`config.mk`:
```
export PLATFORM = sky130hd
export DESIGN_NAME = ddhp_top
export DESIGN_NICKNAME = d
export VERILOG_FILES = /design/src/core/ddhp_pkg.sv /design/src/core/ddhp_sync.sv /design/src/core/ddhp_top.sv
export SDC_FILE = /design/constraint.sdc
export NUM_CORES = 1
export LEC_CHECK = 0
export BUFFER_PORTS_ARGS = -buffer_cell sky130_fd_sc_hd__buf_2
export CORE_ASPECT_RATIO = 1.25
export CORE_MARGIN = 5
export CORE_UTILIZATION = 30
export CTS_CLUSTER_DIAMETER = 60
export CTS_CLUSTER_SIZE = 12
export DETAILED_ROUTE_END_ITERATION = 10
export GPL_ROUTABILITY_DRIVEN = 0
export PLACE_DENSITY_LB_ADDON = 0.15
export SYNTH_ARGS = -nofsm -noshare
export SYNTH_HDL_FRONTEND = slang
export SYNTH_SLANG_ARGS = --single-unit
```
`constraint.sdc`:
```
create_clock -name clock -period 2.08 [get_ports clock]
set_input_delay 0.208 -clock clock [delete_from_list [all_inputs] [get_ports clock]]
set_output_delay 0.208 -clock clock [all_outputs]
set_load 0.01 [all_outputs]
```
`src/core/ddhp_pkg.sv`:
```
// Purpose: shared constants and carrier types for the display driver host pad logic
// Assumes: one 50 MHz clock, synchronous active-high reset
// Notes: pad straps are sampled levels, not software registers

package ddhp_pkg;

  // ----------------------------------------
  // interface mode straps
  // ----------------------------------------
  localparam logic [2:0] MODE_P8_6800 = 3'h0;
  localparam logic [2:0] MODE_P8_8080 = 3'h1;
  localparam logic [2:0] MODE_SPI4 = 3'h2;
  localparam logic [2:0] MODE_TWI_A = 3'h3;
  localparam logic [2:0] MODE_P4_6800 = 3'h4;
  localparam logic [2:0] MODE_P4_8080 = 3'h5;
  localparam logic [2:0] MODE_SPI3 = 3'h6;
  localparam logic [2:0] MODE_TWI_B = 3'h7;

  // ----------------------------------------
  // field positions and sizes
  // ----------------------------------------
  localparam int DATA_W = 8;
  localparam int NIB_W = 4;
  localparam int PIN_SCLK = 0;
  localparam int PIN_SDI = 1;
  localparam int SER_BITS = 8;
  localparam logic [7:0] BYTE_RST = 8'h00;
  localparam logic [3:0] BITCNT_RST = 4'h0;

  // ----------------------------------------
  // timing
  // ----------------------------------------
  localparam int CLK_HZ = 50_000_000;
  localparam int OSC_HZ = 1_000_000;
  localparam int OSC_HALF_CYC = CLK_HZ / (2 * OSC_HZ);
  localparam int ROW_CYC = 64;

  // ----------------------------------------
  // carriers
  // ----------------------------------------
  typedef struct packed {
    logic [7:0] data;
    logic is_data;
    logic is_read;
    logic nibble_hi;
  } ddhp_xfer_t;

  typedef struct packed {
    logic [7:0] o;
    logic [7:0] oe;
  } ddhp_bus_t;

endpackage : ddhp_pkg

```
`src/core/ddhp_sync.sv`:
```
// Purpose: two-flop synchroniser for pad inputs, one per bit
// Assumes: destination is the 50 MHz core clock
// Notes: first stage feeds only the second stage
`timescale 1ns/100ps
`default_nettype none

module ddhp_sync #(
  parameter int W = 1
) (
  // clock and reset
  input wire logic clock,
  input wire logic rst,
  // data
  input wire logic [W-1:0] d,
  output logic [W-1:0] q
);

  typedef struct packed {
    logic [W-1:0] s1;
    logic [W-1:0] s2;
  } ddhp_sync_st_t;

  ddhp_sync_st_t st_r;
  ddhp_sync_st_t st_nxt;

  always_comb begin
    st_nxt.s1 = d;
    st_nxt.s2 = st_r.s1;
  end

  always_ff @(posedge clock) begin
    if (rst) begin
      st_r <= '0;
    end else begin
      st_r <= st_nxt;
    end
  end

  assign q = st_r.s2;

endmodule : ddhp_sync
`default_nettype wire

```
`src/core/ddhp_top.sv`:
```
// Purpose: pad-level host front end of a display driver
// Assumes: host, data, clock and cascade input pads are asynchronous and are synchronised before use; straps are not
// Notes: strobes are edge-detected after sync, so host pulses must span 3+ clocks
`timescale 1ns/100ps
`default_nettype none

module ddhp_top #(
  parameter int OSC_HALF = ddhp_pkg::OSC_HALF_CYC,
  parameter int ROWS = 32,
  parameter int ROW_LEN = ddhp_pkg::ROW_CYC
) (
  // clock and reset
  input wire logic clock,
  input wire logic rst,
  // host control pads
  input wire logic hw_init_n,
  input wire logic cs_n,
  input wire logic data_cmd_sel,
  input wire logic wr_dir,
  input wire logic rd_en,
  // data pads
  input wire logic [7:0] d_i,
  output logic [7:0] d_o,
  output logic [7:0] d_oe,
  // straps
  input wire logic [2:0] if_mode,
  input wire logic osc_enable_pad,
  input wire logic cascade_en,
  input wire logic cascade_master,
  // core side
  output ddhp_pkg::ddhp_xfer_t xfer,
  output logic xfer_vld,
  output logic slave_addr_lsb,
  output logic settings_init,
  input wire logic [7:0] rd_data,
  input wire logic display_on,
  input wire logic pattern_bit,
  // display clock pad
  input wire logic display_clk_pad_i,
  output logic display_clk_pad_o,
  output logic display_clk_pad_oe,
  output logic disp_clk_tick,
  // cascade pads
  input wire logic cascade_shift_clk_i,
  output logic cascade_shift_clk_o,
  output logic cascade_shift_clk_oe,
  input wire logic cascade_pattern_data_i,
  output logic cascade_pattern_data_o,
  output logic cascade_pattern_data_oe,
  input wire logic cascade_frame_sync_i,
  output logic cascade_frame_sync_o,
  output logic cascade_frame_sync_oe,
  output logic pattern_rx,
  output logic unused_latch_out,
  // indicators
  output logic frame_marker,
  output logic display_state
);

  // ----------------------------------------
  // synchronised pads
  // ----------------------------------------
  localparam int NS = 8 + 10;
  logic [NS-1:0] raw;
  logic [NS-1:0] syn;
  assign raw = {d_i, hw_init_n, cs_n, data_cmd_sel, wr_dir, rd_en, display_clk_pad_i,
                cascade_shift_clk_i, cascade_pattern_data_i, cascade_frame_sync_i,
                display_on};

  ddhp_sync #(.W(NS)) u_sync (
    .clock(clock),
    .rst(rst),
    .d(raw),
    .q(syn)
  );

  logic [7:0] s_d;
  logic s_init_n, s_cs_n, s_dc, s_wr, s_rd, s_eclk, s_sclk_c, s_pat, s_fs, s_don;
  assign {s_d, s_init_n, s_cs_n, s_dc, s_wr, s_rd, s_eclk, s_sclk_c, s_pat, s_fs,
          s_don} = syn;

  // ----------------------------------------
  // state
  // ----------------------------------------
  typedef struct packed {
    logic wr_q;
    logic rd_q;
    logic sclk_q;
    logic eclk_q;
    logic [7:0] shift;
    logic [3:0] bitcnt;
    logic nib_hi;
    ddhp_pkg::ddhp_xfer_t xf;
    logic vld;
    logic [7:0] dout;
    logic [7:0] osc_cnt;
    logic osc;
    logic tick;
    logic [7:0] row_cnt;
    logic [5:0] row;
    logic fm;
    logic ds;
  } ddhp_st_t;

  ddhp_st_t st_r;
  ddhp_st_t st_nxt;

  logic is8080, is6800, is4bit, isser, isspi4, istwi, in_init;
  assign is8080 = (if_mode == ddhp_pkg::MODE_P8_8080) || (if_mode == ddhp_pkg::MODE_P4_8080);
  assign is6800 = (if_mode == ddhp_pkg::MODE_P8_6800) || (if_mode == ddhp_pkg::MODE_P4_6800);
  assign is4bit = if_mode[2] && !if_mode[1];
  assign istwi = (if_mode == ddhp_pkg::MODE_TWI_A) || (if_mode == ddhp_pkg::MODE_TWI_B);
  assign isspi4 = (if_mode == ddhp_pkg::MODE_SPI4);
  assign isser = !is8080 && !is6800;
  assign in_init = !s_init_n;

  logic sel;
  logic sclk_rise;
  logic clk_src;
  assign sel = !s_cs_n;
  assign sclk_rise = s_d[ddhp_pkg::PIN_SCLK] && !st_r.sclk_q;
  assign clk_src = osc_enable_pad ? st_r.osc : s_eclk;

  always_comb begin
    st_nxt = st_r;
    st_nxt.vld = 1'b0;
    st_nxt.tick = 1'b0;
    st_nxt.wr_q = s_wr;
    st_nxt.rd_q = s_rd;
    st_nxt.sclk_q = s_d[ddhp_pkg::PIN_SCLK];
    st_nxt.eclk_q = clk_src;
    // internal oscillator as divider
    if (st_r.osc_cnt == 8'(OSC_HALF - 1)) begin
      st_nxt.osc_cnt = 8'h00;
      st_nxt.osc = !st_r.osc;
    end else begin
      st_nxt.osc_cnt = st_r.osc_cnt + 8'h01;
    end
    // row scan on display clock rising edges
    if (clk_src && !st_r.eclk_q) begin
      st_nxt.tick = 1'b1;
      if (st_r.row_cnt == 8'(ROW_LEN - 1)) begin
        st_nxt.row_cnt = 8'h00;
        st_nxt.row = (st_r.row == 6'(ROWS - 1)) ? 6'h00 : st_r.row + 6'h01;
      end else begin
        st_nxt.row_cnt = st_r.row_cnt + 8'h01;
      end
    end
    // slave realigns scan on master frame sync
    if (cascade_en && !cascade_master && s_fs) begin
      st_nxt.row = 6'(ROWS - 1);
    end
    st_nxt.fm = (st_nxt.row == 6'(ROWS - 1));
    st_nxt.ds = s_don;
    // select gating, idle resets serial state
    if (!sel) begin
      st_nxt.shift = ddhp_pkg::BYTE_RST;
      st_nxt.bitcnt = ddhp_pkg::BITCNT_RST;
      st_nxt.nib_hi = 1'b1;
    end else if (is8080) begin
      // capture on write strobe rise, fields sampled together
      if (s_wr && !st_r.wr_q) begin
        st_nxt.xf.data = is4bit ? {s_d[7:4], 4'h0} : s_d;
        st_nxt.xf.is_data = s_dc;
        st_nxt.xf.is_read = 1'b0;
        st_nxt.xf.nibble_hi = st_r.nib_hi;
        st_nxt.vld = 1'b1;
        st_nxt.nib_hi = is4bit ? !st_r.nib_hi : 1'b1;
      end
      if (!s_rd && st_r.rd_q) begin
        st_nxt.dout = rd_data;
      end
    end else if (is6800) begin
      if (st_r.rd_q && !s_rd) begin
        st_nxt.xf.data = is4bit ? {s_d[7:4], 4'h0} : s_d;
        st_nxt.xf.is_data = s_dc;
        st_nxt.xf.is_read = s_wr;
        st_nxt.xf.nibble_hi = st_r.nib_hi;
        st_nxt.vld = 1'b1;
        st_nxt.nib_hi = is4bit ? !st_r.nib_hi : 1'b1;
      end
      if (s_rd && !st_r.rd_q) begin
        st_nxt.dout = rd_data;
      end
    end else if (isspi4 && sclk_rise) begin
      st_nxt.shift = {st_r.shift[6:0], s_d[ddhp_pkg::PIN_SDI]};
      if (st_r.bitcnt == 4'(ddhp_pkg::SER_BITS - 1)) begin
        st_nxt.bitcnt = ddhp_pkg::BITCNT_RST;
        st_nxt.xf.data = {st_r.shift[6:0], s_d[ddhp_pkg::PIN_SDI]};
        st_nxt.xf.is_data = s_dc;
        st_nxt.xf.is_read = 1'b0;
        st_nxt.xf.nibble_hi = 1'b1;
        st_nxt.vld = 1'b1;
      end else begin
        st_nxt.bitcnt = st_r.bitcnt + 4'h1;
      end
    end
    if (in_init) begin
      st_nxt.vld = 1'b0;
      st_nxt.nib_hi = 1'b1;
      st_nxt.bitcnt = ddhp_pkg::BITCNT_RST;
    end
  end

  always_ff @(posedge clock) begin
    if (rst) begin
      st_r <= '0;
    end else begin
      st_r <= st_nxt;
    end
  end

  // ----------------------------------------
  // data pad drive
  // ----------------------------------------
  logic rd_active;
  // 8080 read low; 6800 direction high with enable
  assign rd_active = sel && ((is8080 && !s_rd) || (is6800 && s_wr && s_rd));

  genvar gi;
  generate
    for (gi = 0; gi < ddhp_pkg::DATA_W; gi++) begin : g_pad
      // 4-bit releases low nibble, serial releases all, deselect
      if (gi < ddhp_pkg::NIB_W) begin : g_lo
        assign d_oe[gi] = rd_active && !is4bit;
        assign d_o[gi] = st_r.dout[gi];
      end else begin : g_hi
        assign d_oe[gi] = rd_active;
        assign d_o[gi] = is4bit ? st_r.dout[gi - ddhp_pkg::NIB_W + (st_r.nib_hi ? 4 : 0)]
                                : st_r.dout[gi];
      end
    end
  endgenerate

  // ----------------------------------------
  // outputs
  // ----------------------------------------
  assign xfer = st_r.xf;
  assign xfer_vld = st_r.vld;
  assign slave_addr_lsb = istwi ? s_dc : 1'b0;
  assign settings_init = in_init;
  assign display_clk_pad_o = st_r.osc;
  assign display_clk_pad_oe = osc_enable_pad;
  assign disp_clk_tick = st_r.tick;
  assign cascade_shift_clk_o = clk_src;
  assign cascade_shift_clk_oe = cascade_en && cascade_master;
  assign cascade_pattern_data_o = pattern_bit;
  assign cascade_pattern_data_oe = cascade_en && cascade_master;
  assign pattern_rx = (cascade_en && !cascade_master) ? s_pat : 1'b0;
  assign cascade_frame_sync_o = st_r.fm;
  assign cascade_frame_sync_oe = cascade_en && cascade_master;
  assign unused_latch_out = 1'b0;
  assign frame_marker = st_r.fm;
  assign display_state = st_r.ds;

  logic unused_ok;
  assign unused_ok = s_sclk_c;

endmodule : ddhp_top
`default_nettype wire

```
; ---- Word-level counts from Yosys, hierarchy flattened
; Index checks and enable logic that the tools add are counted.
[totals]
register_bits = 99
latchBits = 0
mem_bits_rw = 0
rom_bits = 0
in_bits = 35
out_inout_bits = 43
elab_cells = 137
mem_count = 0
[classes]
addsub = 7
n_mul = 0
div = 0
magnitude_cmp = 4
n_eq_ne = 17
n_shift = 0
muxes = 40
bitwise = 4
reduce_logical = 43
[ops]
columns = cell, n
row1 = "< comparator 32 x 5 -> 1 bit, second input constant", 3
row2 = 2-to-1 mux 12 bit, 3
row3 = "adder 2 x 32 -> 32 bit, first input constant", 1
row4 = "adder 3 x 32 -> 32 bit, first input constant", 1
row5 = 2-to-1 mux 8 bit, 4
row6 = 2-to-1 mux 13 bit, 2
row7 = 2-to-1 mux 21 bit, 1
row8 = 2-to-1 mux 1 bit, 19
row9 = 2-to-1 mux 6 bit, 3
row10 = "adder 8 x 1 -> 8 bit, second input constant", 2
row11 = logical AND 1 bit, 15
row12 = 2-to-1 mux 15 bit, 1
row13 = binary-select mux 1 bit (select 3 bit), 4
row14 = "== test 6 x 5 -> 1 bit, second input constant", 2
row15 = zero test 1 bit, 12
row16 = "inequality test 4 bit, second input constant", 3
row17 = "== test 3 bit, second input constant", 3
row18 = "== test 8 x 5 -> 1 bit, second input constant", 1
row19 = "== test 8 x 6 -> 1 bit, second input constant", 1
row20 = 2-to-1 mux 4 bit, 2
row21 = "adder 6 x 1 -> 6 bit, second input constant", 1
row22 = "== test 3 x 2 -> 1 bit, second input constant", 2
row23 = AND reduction 3 bit, 2
row24 = nonzero test 3 bit, 2
row25 = 16 further kinds, 25

; ---- Longest topological paths before layout
; Gate-level depths: netlist of the first run.
[logic_depth]
ltp_word = 8
ltp_mapped = 7
ltp_nobuf = 6

; ---- By module
; A second synthesis of the first run with hierarchy kept.
[hier_totals]
cells_unflattened = 415
area_unflattened_um2 = 3942.5
[modules_own_cells]
columns = module, instances, cells_per_inst, area_per_inst_um2
row1 = ddhp_top, 1, 340, 2947.8
row2 = ddhp_sync, 1, 75, 994.7

; ---- Least setup slack after synthesis of the first run
; No wires, ideal clock.
[synth_timing]
path_kind = register to register
start = register st_r, in the netlist display_clk_pad_o
end = register st_r, in the netlist cascade_frame_sync_o
arrival_time_ps = 1944
required_ps = 2019
path_slack_ps = 75
stages_incl_launch_ff = 7
path_buffers = 1
cell_sequence = dfxtp_1 -> mux2i_2 -> or4_1 -> clkbuf_1 -> or3_1 -> a31oi_1 -> and4bb_1
[synth_via]
elab_chain_len = 5
[synth_lines]
columns = element, line_no
row1 = from (decl), ddhp_top.sv:105  ; ddhp_st_t st_r;
row2 = from (signal assigned), ddhp_top.sv:209  ; st_r <= st_nxt;
row3 = 2-to-1 mux 1 bit, ddhp_top.sv:122  ; assign clk_src = osc_enable_pad ? st_r.osc : s_eclk;
row4 = logical AND 1 bit, ddhp_top.sv:140  ; if (clk_src && !st_r.eclk_q) begin
row5 = 2-to-1 mux 15 bit, ddhp_top.sv:140
row6 = 2-to-1 mux 6 bit, ddhp_top.sv:150  ; if (cascade_en && !cascade_master && s_fs) begin
row7 = == test 6 x 5 -> 1 bit, ddhp_top.sv:153  ; st_nxt.fm = (st_nxt.row == 6'(ROWS - 1));
; No other way between the ends.
; A chain may end at the register's enable or synchronous reset.

; ---- Final worst setup path of the first run
[layout_timing]
start = register st_r[15] (netlist bit)
end = register st_r, in the netlist cascade_frame_sync_o
[layout_via]
elab_chain_len = 5
[layout_lines]
columns = element, line_no
row1 = == test 8 x 6 -> 1 bit, ddhp_top.sv:142  ; if (st_r.row_cnt == 8'(ROW_LEN - 1)) begin
row2 = 2-to-1 mux 6 bit, ddhp_top.sv:142
row3 = 2-to-1 mux 15 bit, ddhp_top.sv:140
row4 = 2-to-1 mux 6 bit, ddhp_top.sv:150
row5 = == test 6 x 5 -> 1 bit, ddhp_top.sv:153
; No other way between the ends.

==> results by stage, run 1 <==
Critical path:
- The worst register-to-register path begins at st_r[15]$_SDFFE_PP0N_.
- Data on the critical path is required at its endpoint by 2.31 ns.
- The critical path ends at cascade_frame_sync_o$_SDFF_PP0_.
- The cell with the biggest individual delay on the critical path is sky130_fd_sc_hd__or4_4.
- The biggest cell delay along the critical path is 0.47 ns.
- By startpoint and endpoint, the worst setup path is classified as flip-flop to flip-flop.
- Of all nets on the critical path, the largest fanout is 7.
- The signal on the critical path passes through or2_2, or4_4, and2_1, o32ai_1, and4bb_1.
- The kind of end point of the critical path is a flip-flop.
- In this run the register-to-register setup slack is 0.14 ns.
- The element type at the critical path start is a flip-flop.
- Data arrives at the worst endpoint at ~2.2 ns.
- In this run the worst setup path begins at st_r[15]$_SDFFE_PP0N_.
- The number of cells on the worst reg-to-reg path is 5.
- The critical register-to-register path endpoint is cascade_frame_sync_o$_SDFF_PP0_.

Synthesis:
- After synthesis, the mean cell area works out to 9.59 µm².
- The portion of the post-synthesis area used by sequential elements is 50.2%.
- The number of instances in the synthesized netlist is approximately 400.
- The primary flip-flop cell chosen by synthesis mapping is sky130_fd_sc_hd__dfxtp_1.
- The number of synthesized flops with an enable pin is 0.
- The number of distinct library cell variants in the gate-level netlist after synthesis is 48.
- The share of synthesized registers carrying an async set or reset is 0%.
- The synthesized netlist net count is 439.
- The dominant cell type by area after synthesis is sky130_fd_sc_hd__dfxtp_1.
- Sorting the synthesized cells by how often they occur yields 96 x sky130_fd_sc_hd__dfxtp_1, 55 x sky130_fd_sc_hd__nor2_1, 41 x sky130_fd_sc_hd__nor2b_1.
- Summing every instance area after synthesis gives 3830 µm².
- The most frequent cell after synthesis is sky130_fd_sc_hd__dfxtp_1.
- After synthesis, the largest area contributor takes up 50.2% of total cell area.
- After synthesis, the cell types taking the most area are sky130_fd_sc_hd__dfxtp_1 50%, sky130_fd_sc_hd__nor2b_1 6.7%, sky130_fd_sc_hd__buf_4 5.5%.
- The flop and latch count out of synthesis is 96.
- The total number of yosys warnings is 0.

Flow run:
- The max-cap check violation count is 0.

Clocking:
- The clock reaches the later pin of the worst-skew pair after 0.34 ns.
- The root buffer cell chosen for the clock tree is sky130_fd_sc_hd__clkbuf_16.
- Clock-pin slew was measured on the worst setup and hold paths at 0.07 ns.
- The buffer levels on the longest clock path is 2.
- The CTS buffer count is 9.
- The H-tree generated during clock tree synthesis spans 3 levels.
- TritonCTS built the clock tree.
- Hold repair after CTS inserted 0 buffers.
- Counting every sink on the clock net gives between 90 and 100.
- Post-CTS timing repair inserted 0 buffers for setup.

Global route:
- The number of global-route vias before repair is 2770.
- The first-pass GRT wire length is 13200 µm.
- In the global route stage, overall resource usage came out at 10.7%.
- The number of antenna violations at the first check in global routing is 0.
- Entering global routing, the biggest net connects 47 pins.
- Summed over all layers, the global routing overflow is 0.

Placed design:
- Input and output buffers added on the ports amount to 73.
- The post-DP HPWL is 5810 µm.

Route:
- The routed wire length is 7790 µm.
- In this run, the number of DRC markers left after iteration 0 of detailed routing was ~160.
- The total via count in the routed design is 2729.
- The count of nets left with antenna violations after detail routing is 0.
- Dividing the detail-routed wire length by the instance count gives 12.3 µm.
- For this run, design rule violations remaining after detail routing come to 0.
- The length of the first detailed-routing pass in iterations is 4.
- After detailed routing, the number of vias per cell comes to 4.32.

Pwr:
- The total leakage power is 2.02 nW.
- The total power draw is 3.72 mW.
- For this design the ratio of total power to cell area is roughly 800 nW/µm².
- IR analysis of the VDD net gives a maximum drop of between 0.4 and 0.5 mV.

STA:
- The final critical-path share of the clock period is 93.4%.
- Adding up every negative setup slack in the final design gives 0 ns.
- The hold violation total from the final report is 0.
- Across the routed clock network, the largest skew measured is 0.00839 ns.
- The max-slew violation total from the final report is 0.
- Setup violations remaining at the end of the flow were counted as 0.
- The highest clock frequency the design can meet is just over 500 MHz.
- Setup repair after global routing left no endpoint under its margin.
- The final critical path time including I/O delays and setup is 1.94 ns.

Final layout:
- The area occupied by multi-input gates is 1630 µm².
- The final core area utilization is 36.5%.
- In the final layout, the share of cells above drive strength 1 is a little over a quarter.
- The count of fill cells added during filler insertion is 1306.
- For this run, the post-layout net count is 498.
- The register cell area after layout is between 1500 and 2000 µm².
- The number of antenna cells inserted is 0.
- The signed area change from the synthesized netlist to the final layout is 20.3%.

Die:
- The floorplan step defined a die boundary enclosing approximately 15000 µm².
- The area inside the core boundary is 12600 µm².
- The initial utilization of the core area, before any placement, comes to 30.4%.
- The die is 111 µm wide.
- In this run the core area contains 46 standard-cell rows.
- The die is 136 µm tall.
- The total I/O pin count is 78.

Hold path:
- The tightest min-delay check is of the input pin to flip-flop type.

Run status:
- The run finished with clean final reports.
## power breakdown
part           internal, mW  total, mW  switching, mW
Combinational        0.0955      0.202          0.107
Clock                 0.925       1.60          0.679
Sequential             1.89       1.91         0.0240
## cells by family (layout without fill, tap and decap cells)
logic type               Yosys count  after routing  share of synthesized area, %
AND/OR/NAND/NOR                  164            164                          22.9
AO/OA/AOI/OAI                     40             40                          7.06
buffers and inverters             53            117                          7.98
adder cells (fa/ha/maj)            5              5                          1.64
XOR/XNOR                          17             17                          3.89
other                              1              1                        0.0980
flip-flops                        96             96                          50.2
multiplexers                      23             23                          6.25
## metal layers
layer	vias up	share of wire (%)	GRT usage, %	routed length (µm)
li1	1432	-	-	-
met1	1220	49	13.8	3820
met2	64	44	16.9	3410
met3	13	5.5	3.12	430
met4	0	1.6	4.26	122
met5	-	0	0	0
## worst min path at each step
| stage | slack, ns | end | cells after the start | start |
|---|---|---|---|---|
| after floorplan | 0.34 | u_sync.st_nxt[0]$_SDFF_PP0_ | 1 | display_on |
| final | 0.08 | u_sync.st_nxt[9]$_SDFF_PP0_ | 2 | hw_init_n |
| after detailed placement | 0.42 | cascade_pattern_data_o | 0 | pattern_bit |
| after global placement | 0.42 | cascade_pattern_data_o | 0 | pattern_bit |
| after global routing | 0.08 | u_sync.st_nxt[9]$_SDFF_PP0_ | 2 | hw_init_n |
| after CTS | 0.06 | u_sync.st_nxt[0]$_SDFF_PP0_ | 2 | display_on |
## worst max-delay path, delay by kind of cell (launching register included)
| kind | cells | cell delay (ns) |
|---|---|---|
| compound gates | 1 | 0.27 |
| simple gates | 4 | 1.23 |
| flops | 1 | 0.32 |
## final cells by class
class	instances	area share (%)
clock inverters	6	1.30
flip-flops and latches	96	41.8
inverters	9	0.734
multi-input cells	250	35.4
well taps	168	4.57
repair buffers	92	11.3
clock buffers	10	4.97
## layout by cell type, fill, tap and decap left out, drive strengths merged, types with 2 or more instances in the layout
| cell type | count |
|---|---|
| nor3 | 11 |
| a31oi | 3 |
| dfxtp | 96 |
| a211oi | 4 |
| clkbuf | 10 |
| nand2 | 11 |
| nand4b | 2 |
| nand3b | 3 |
| xnor2 | 8 |
| nand4 | 4 |
| buf | 92 |
| or3b | 2 |
| a32oi | 4 |
| a22oi | 4 |
| and3 | 3 |
| nand3 | 11 |
| nand2b | 3 |
| a21boi | 2 |
| a22o | 4 |
| nor4 | 3 |
| o21ai | 6 |
| clkinvlp | 2 |
| nor2 | 55 |
| ha | 5 |
| a21oi | 9 |
| and3b | 2 |
| mux2i | 19 |
| o21a | 2 |
| inv | 8 |
| and2 | 2 |
| or2 | 5 |
| mux2 | 4 |
| nor2b | 41 |
| or4b | 2 |
| xor2 | 9 |
| clkinv | 4 |
## through the flow
stage | hold WS (ns) | setup WS [ns] | instances | area [µm²]
after global placement | 0.416 | 0.0525 | 615 | 4290
after floorplan | 0.336 | 0.0750 | 399 | 3830
after CTS | 0.0590 | 0.0233 | 631 | 4570
after global routing | 0.0751 | 0.0181 | 631 | 4600
after detailed placement | 0.416 | 0.0291 | 615 | 4290
final | 0.0756 | 0.138 | 631 | 4600
## state kept, by name (all words and copies together), names as in the netlist
signal,cells
st_r,42
u_sync.q,17
u_sync.st_nxt,17
xfer,11
d_o,4
cascade_frame_sync_o,1
disp_clk_tick,1
display_clk_pad_o,1
display_state,1
xfer_vld,1
## repair_timing
| action | 4_1_cts | 5_1_grt |
|---|---|---|
| setup endpoints to repair | 0 | 15 |
| endpoints found under the hold margin | 0 | 0 |
| gates resized for setup | 0 | 5 |
(Power assumes the default switching activity.)
==> run 2: changes to the inputs <==
- CORE_UTILIZATION: 30 -> 40
- MAX_ROUTING_LAYER: default -> met4
- clock period: 2.08 -> 2.3 ns (I/O delays scaled with it)
==> results by stage, run 2 (synthesis gave the netlist of run 1 again) <==
Final layout:
- The finished cells cover 4440 µm².
- In the final layout, the share of cells above drive strength 1 is 23.8%.
- More flip-flops sit in one register than any other, and that register is st_r.
- The signed area change from the synthesized netlist to the final layout is 16.0%.
- The area occupied by multi-input gates is 1600 µm².
- The count of fill cells added during filler insertion is 940.
- The net count reported at finish is 486.
- The final cell count without fillers is 575.
- The top cell types in the final layout, fill and taps aside, are 96 x sky130_fd_sc_hd__dfxtp_1, 73 x sky130_fd_sc_hd__buf_2, 55 x sky130_fd_sc_hd__nor2_1.
- Leaving out fill and tap cells, the most frequent cell in the layout is sky130_fd_sc_hd__dfxtp_1.
- The register with the most flip-flops in the layout has 42 of them.
- The number of antenna cells inserted is 0.
- Summing all flip-flop and latch instances after layout gives between 1500 and 2000 µm².
- Cells fill 46.7% of the core in the end.

Route:
- The final routed DRC violation total is 0.
- The routed via count divided by cell count is 4.73.
- Dividing the detail-routed wire length by the instance count gives between 10 and 15 µm.
- The violation count after the first detailed-route iteration is 87.
- The routed wire length is 7090 µm.
- The final route contains 2720 vias.
- For this run, the detailed router's first-pass iteration total came to 4.
- The count of nets left with antenna violations once routing finished came out at 0.

Pwr:
- The highest ir drop seen on vdd is 0.424 mV.
- The power per unit of standard cell area is 773 nW/µm².
- The total leakage power is 1.96 nW.

Clocking:
- The clock reaches the later pin of the worst-skew pair after 0.33 ns.
- The count of cells resized by post-cts repair is 0.
- The post-CTS setup buffer count is 0.
- The clock net in this run drives a total of 96 sinks.
- The level count of the clock H-tree is 3.
- The clock-pin transition on the worst setup and hold timing paths is 0.06 ns.
- The tree is rooted in a sky130_fd_sc_hd__clkbuf_16.
- The clock tree from TritonCTS is built.
- The CTS buffer count is 9.
- The cts-stage hold buffer count is 0.
- The buffer levels on the longest clock path is 2.

STA:
- The final critical path time including I/O delays and setup is roughly 2.1 ns.
- Setup repair after global routing left no endpoint under its margin.
- The setup-violating endpoint count in the final report is 0.
- The max-slew violation total from the final report was 0.
- The worst slew margin relative to its limit is 64.7%.
- The final critical path takes up 92.3% of the cycle.
- The setup TNS after final layout is 0 ns.
- For the pin with the worst max-slew slack, the measured transition is roughly 0.53 ns.
- Timing would allow up to between 400 and 500 MHz.
- For the final database, setup skew stands at 0.00533 ns.
- The least setup slack across all paths after layout is 0.178 ns.
- The hold violation total from the final report was 0.

Die:
- The total I/O pin count is just under 80.
- Once the floorplan was initialized, standard cells occupied 40.2% of the core.
- Measured along the x axis, the die boundary spans just under 100 µm.
- The area of the die is ~12000 µm².
- The area inside the core boundary is 9510 µm².
- In this run the core area contains 40 standard-cell rows.
- The die is 119 µm tall.

Global route:
- The overflow left after global routing is 0.
- Across every metal layer, demand over resource in global routing totals 13.1%.
- The number of antenna violations at the first check in global routing is 0.
- The number of global-route vias before repair is between 2000 and 3000.
- The maximum number of pins on one net before global-route repair is 46.
- The first global-routing pass estimated 12200 µm of wire.

Critical path:
- The cell with the biggest individual delay on the critical path is sky130_fd_sc_hd__or4_1.
- Together, buffers and inverters on the worst path number 0.
- The cell family contributing the most delay on the critical path is simple AND/OR/NAND/NOR gates.
- The class of the most critical setup path is flip-flop to flip-flop.
- The biggest cell delay along the critical path is 0.68 ns.
- STA puts the critical path data required time at roughly 2.6 ns.
- The critical path goes through nand4_1, or4_1, or3_1, a31oi_1, and4bb_1.
- Along the worst path, the maximum fanout reaches 8.
- The internal reg-to-reg setup slack is roughly 0.18 ns.
- The element type at the critical path start is a flip-flop.
- The kind of end point of the critical path is a flip-flop.
- The arrival time reported for the critical path endpoint is 2.40 ns.

Hold path:
- The worst min-delay path category is input pin to flip-flop.

Run status:
- The flow ran to the end, and the final reports show no timing, DRC or antenna violations.

Placed design:
- The pre-CTS setup slack is about 0.15 ns.
- Port buffering added 73 buffers.
- In this run the cell area measured after placement is 4130 µm².
- The post-DP HPWL is 5280 µm.
- The number of placed cells counting well taps is 561.

Flow run:
- Max-cap violations in this run came to 0.
run 2: layout make-up:
cell class                      instances  area share (%)
Tap cell                              126            3.55
Timing Repair Buffer                   80            9.41
Clock inverter                          4            1.58
Multi-Input combinational cell        250            36.0
Sequential cell                        96            43.3
Inverter                                9           0.761
Clock buffer                           10            5.38
run 2: routing by layer:
layer	wire length (µm)	vias to the layer above	share of wire (%)	GRT usage [%]
met5	0	-	0	-
met4	155	0	2.2	6.41
met3	453	14	6.4	4.51
met2	3300	70	47	20.5
met1	3180	1229	45	15.1
li1	-	1407	-	-
run 2: report_power, final:
| group | internal, mW | switching (mW) | leakage, nW |
|---|---|---|---|
| Combinational | 0.0790 | 0.0920 | 1.02 |
| Sequential | 1.71 | 0.0217 | 0.783 |
| Clock | 0.965 | 0.567 | 0.154 |
| Total | 2.75 | 0.681 | 1.96 |
run 2: worst paths after layout:
check | from | endpoint | cells past startpoint
worst min register to register | u_sync.st_nxt[11]$_SDFF_PP0_ | u_sync.q[11]$_SDFF_PP0_ | 1
worst max-delay path | st_r[10]$_SDFFE_PP0N_ | cascade_frame_sync_o$_SDFF_PP0_ | 5
worst min-delay path | display_clk_pad_i | u_sync.st_nxt[4]$_SDFF_PP0_ | 2
worst max register to register | st_r[10]$_SDFFE_PP0N_ | cascade_frame_sync_o$_SDFF_PP0_ | 5
run 2: per-stage QoR:
stage | total power [mW] | hold WS, ns
2_1_floorplan | 1.88 | 0.358
3_3_place_gp | 1.94 | 0.419
3_5_place_dp | 1.94 | 0.422
4_1_cts | 3.48 | 0.0883
5_1_grt | 3.58 | 0.105
6_report | 3.43 | 0.100
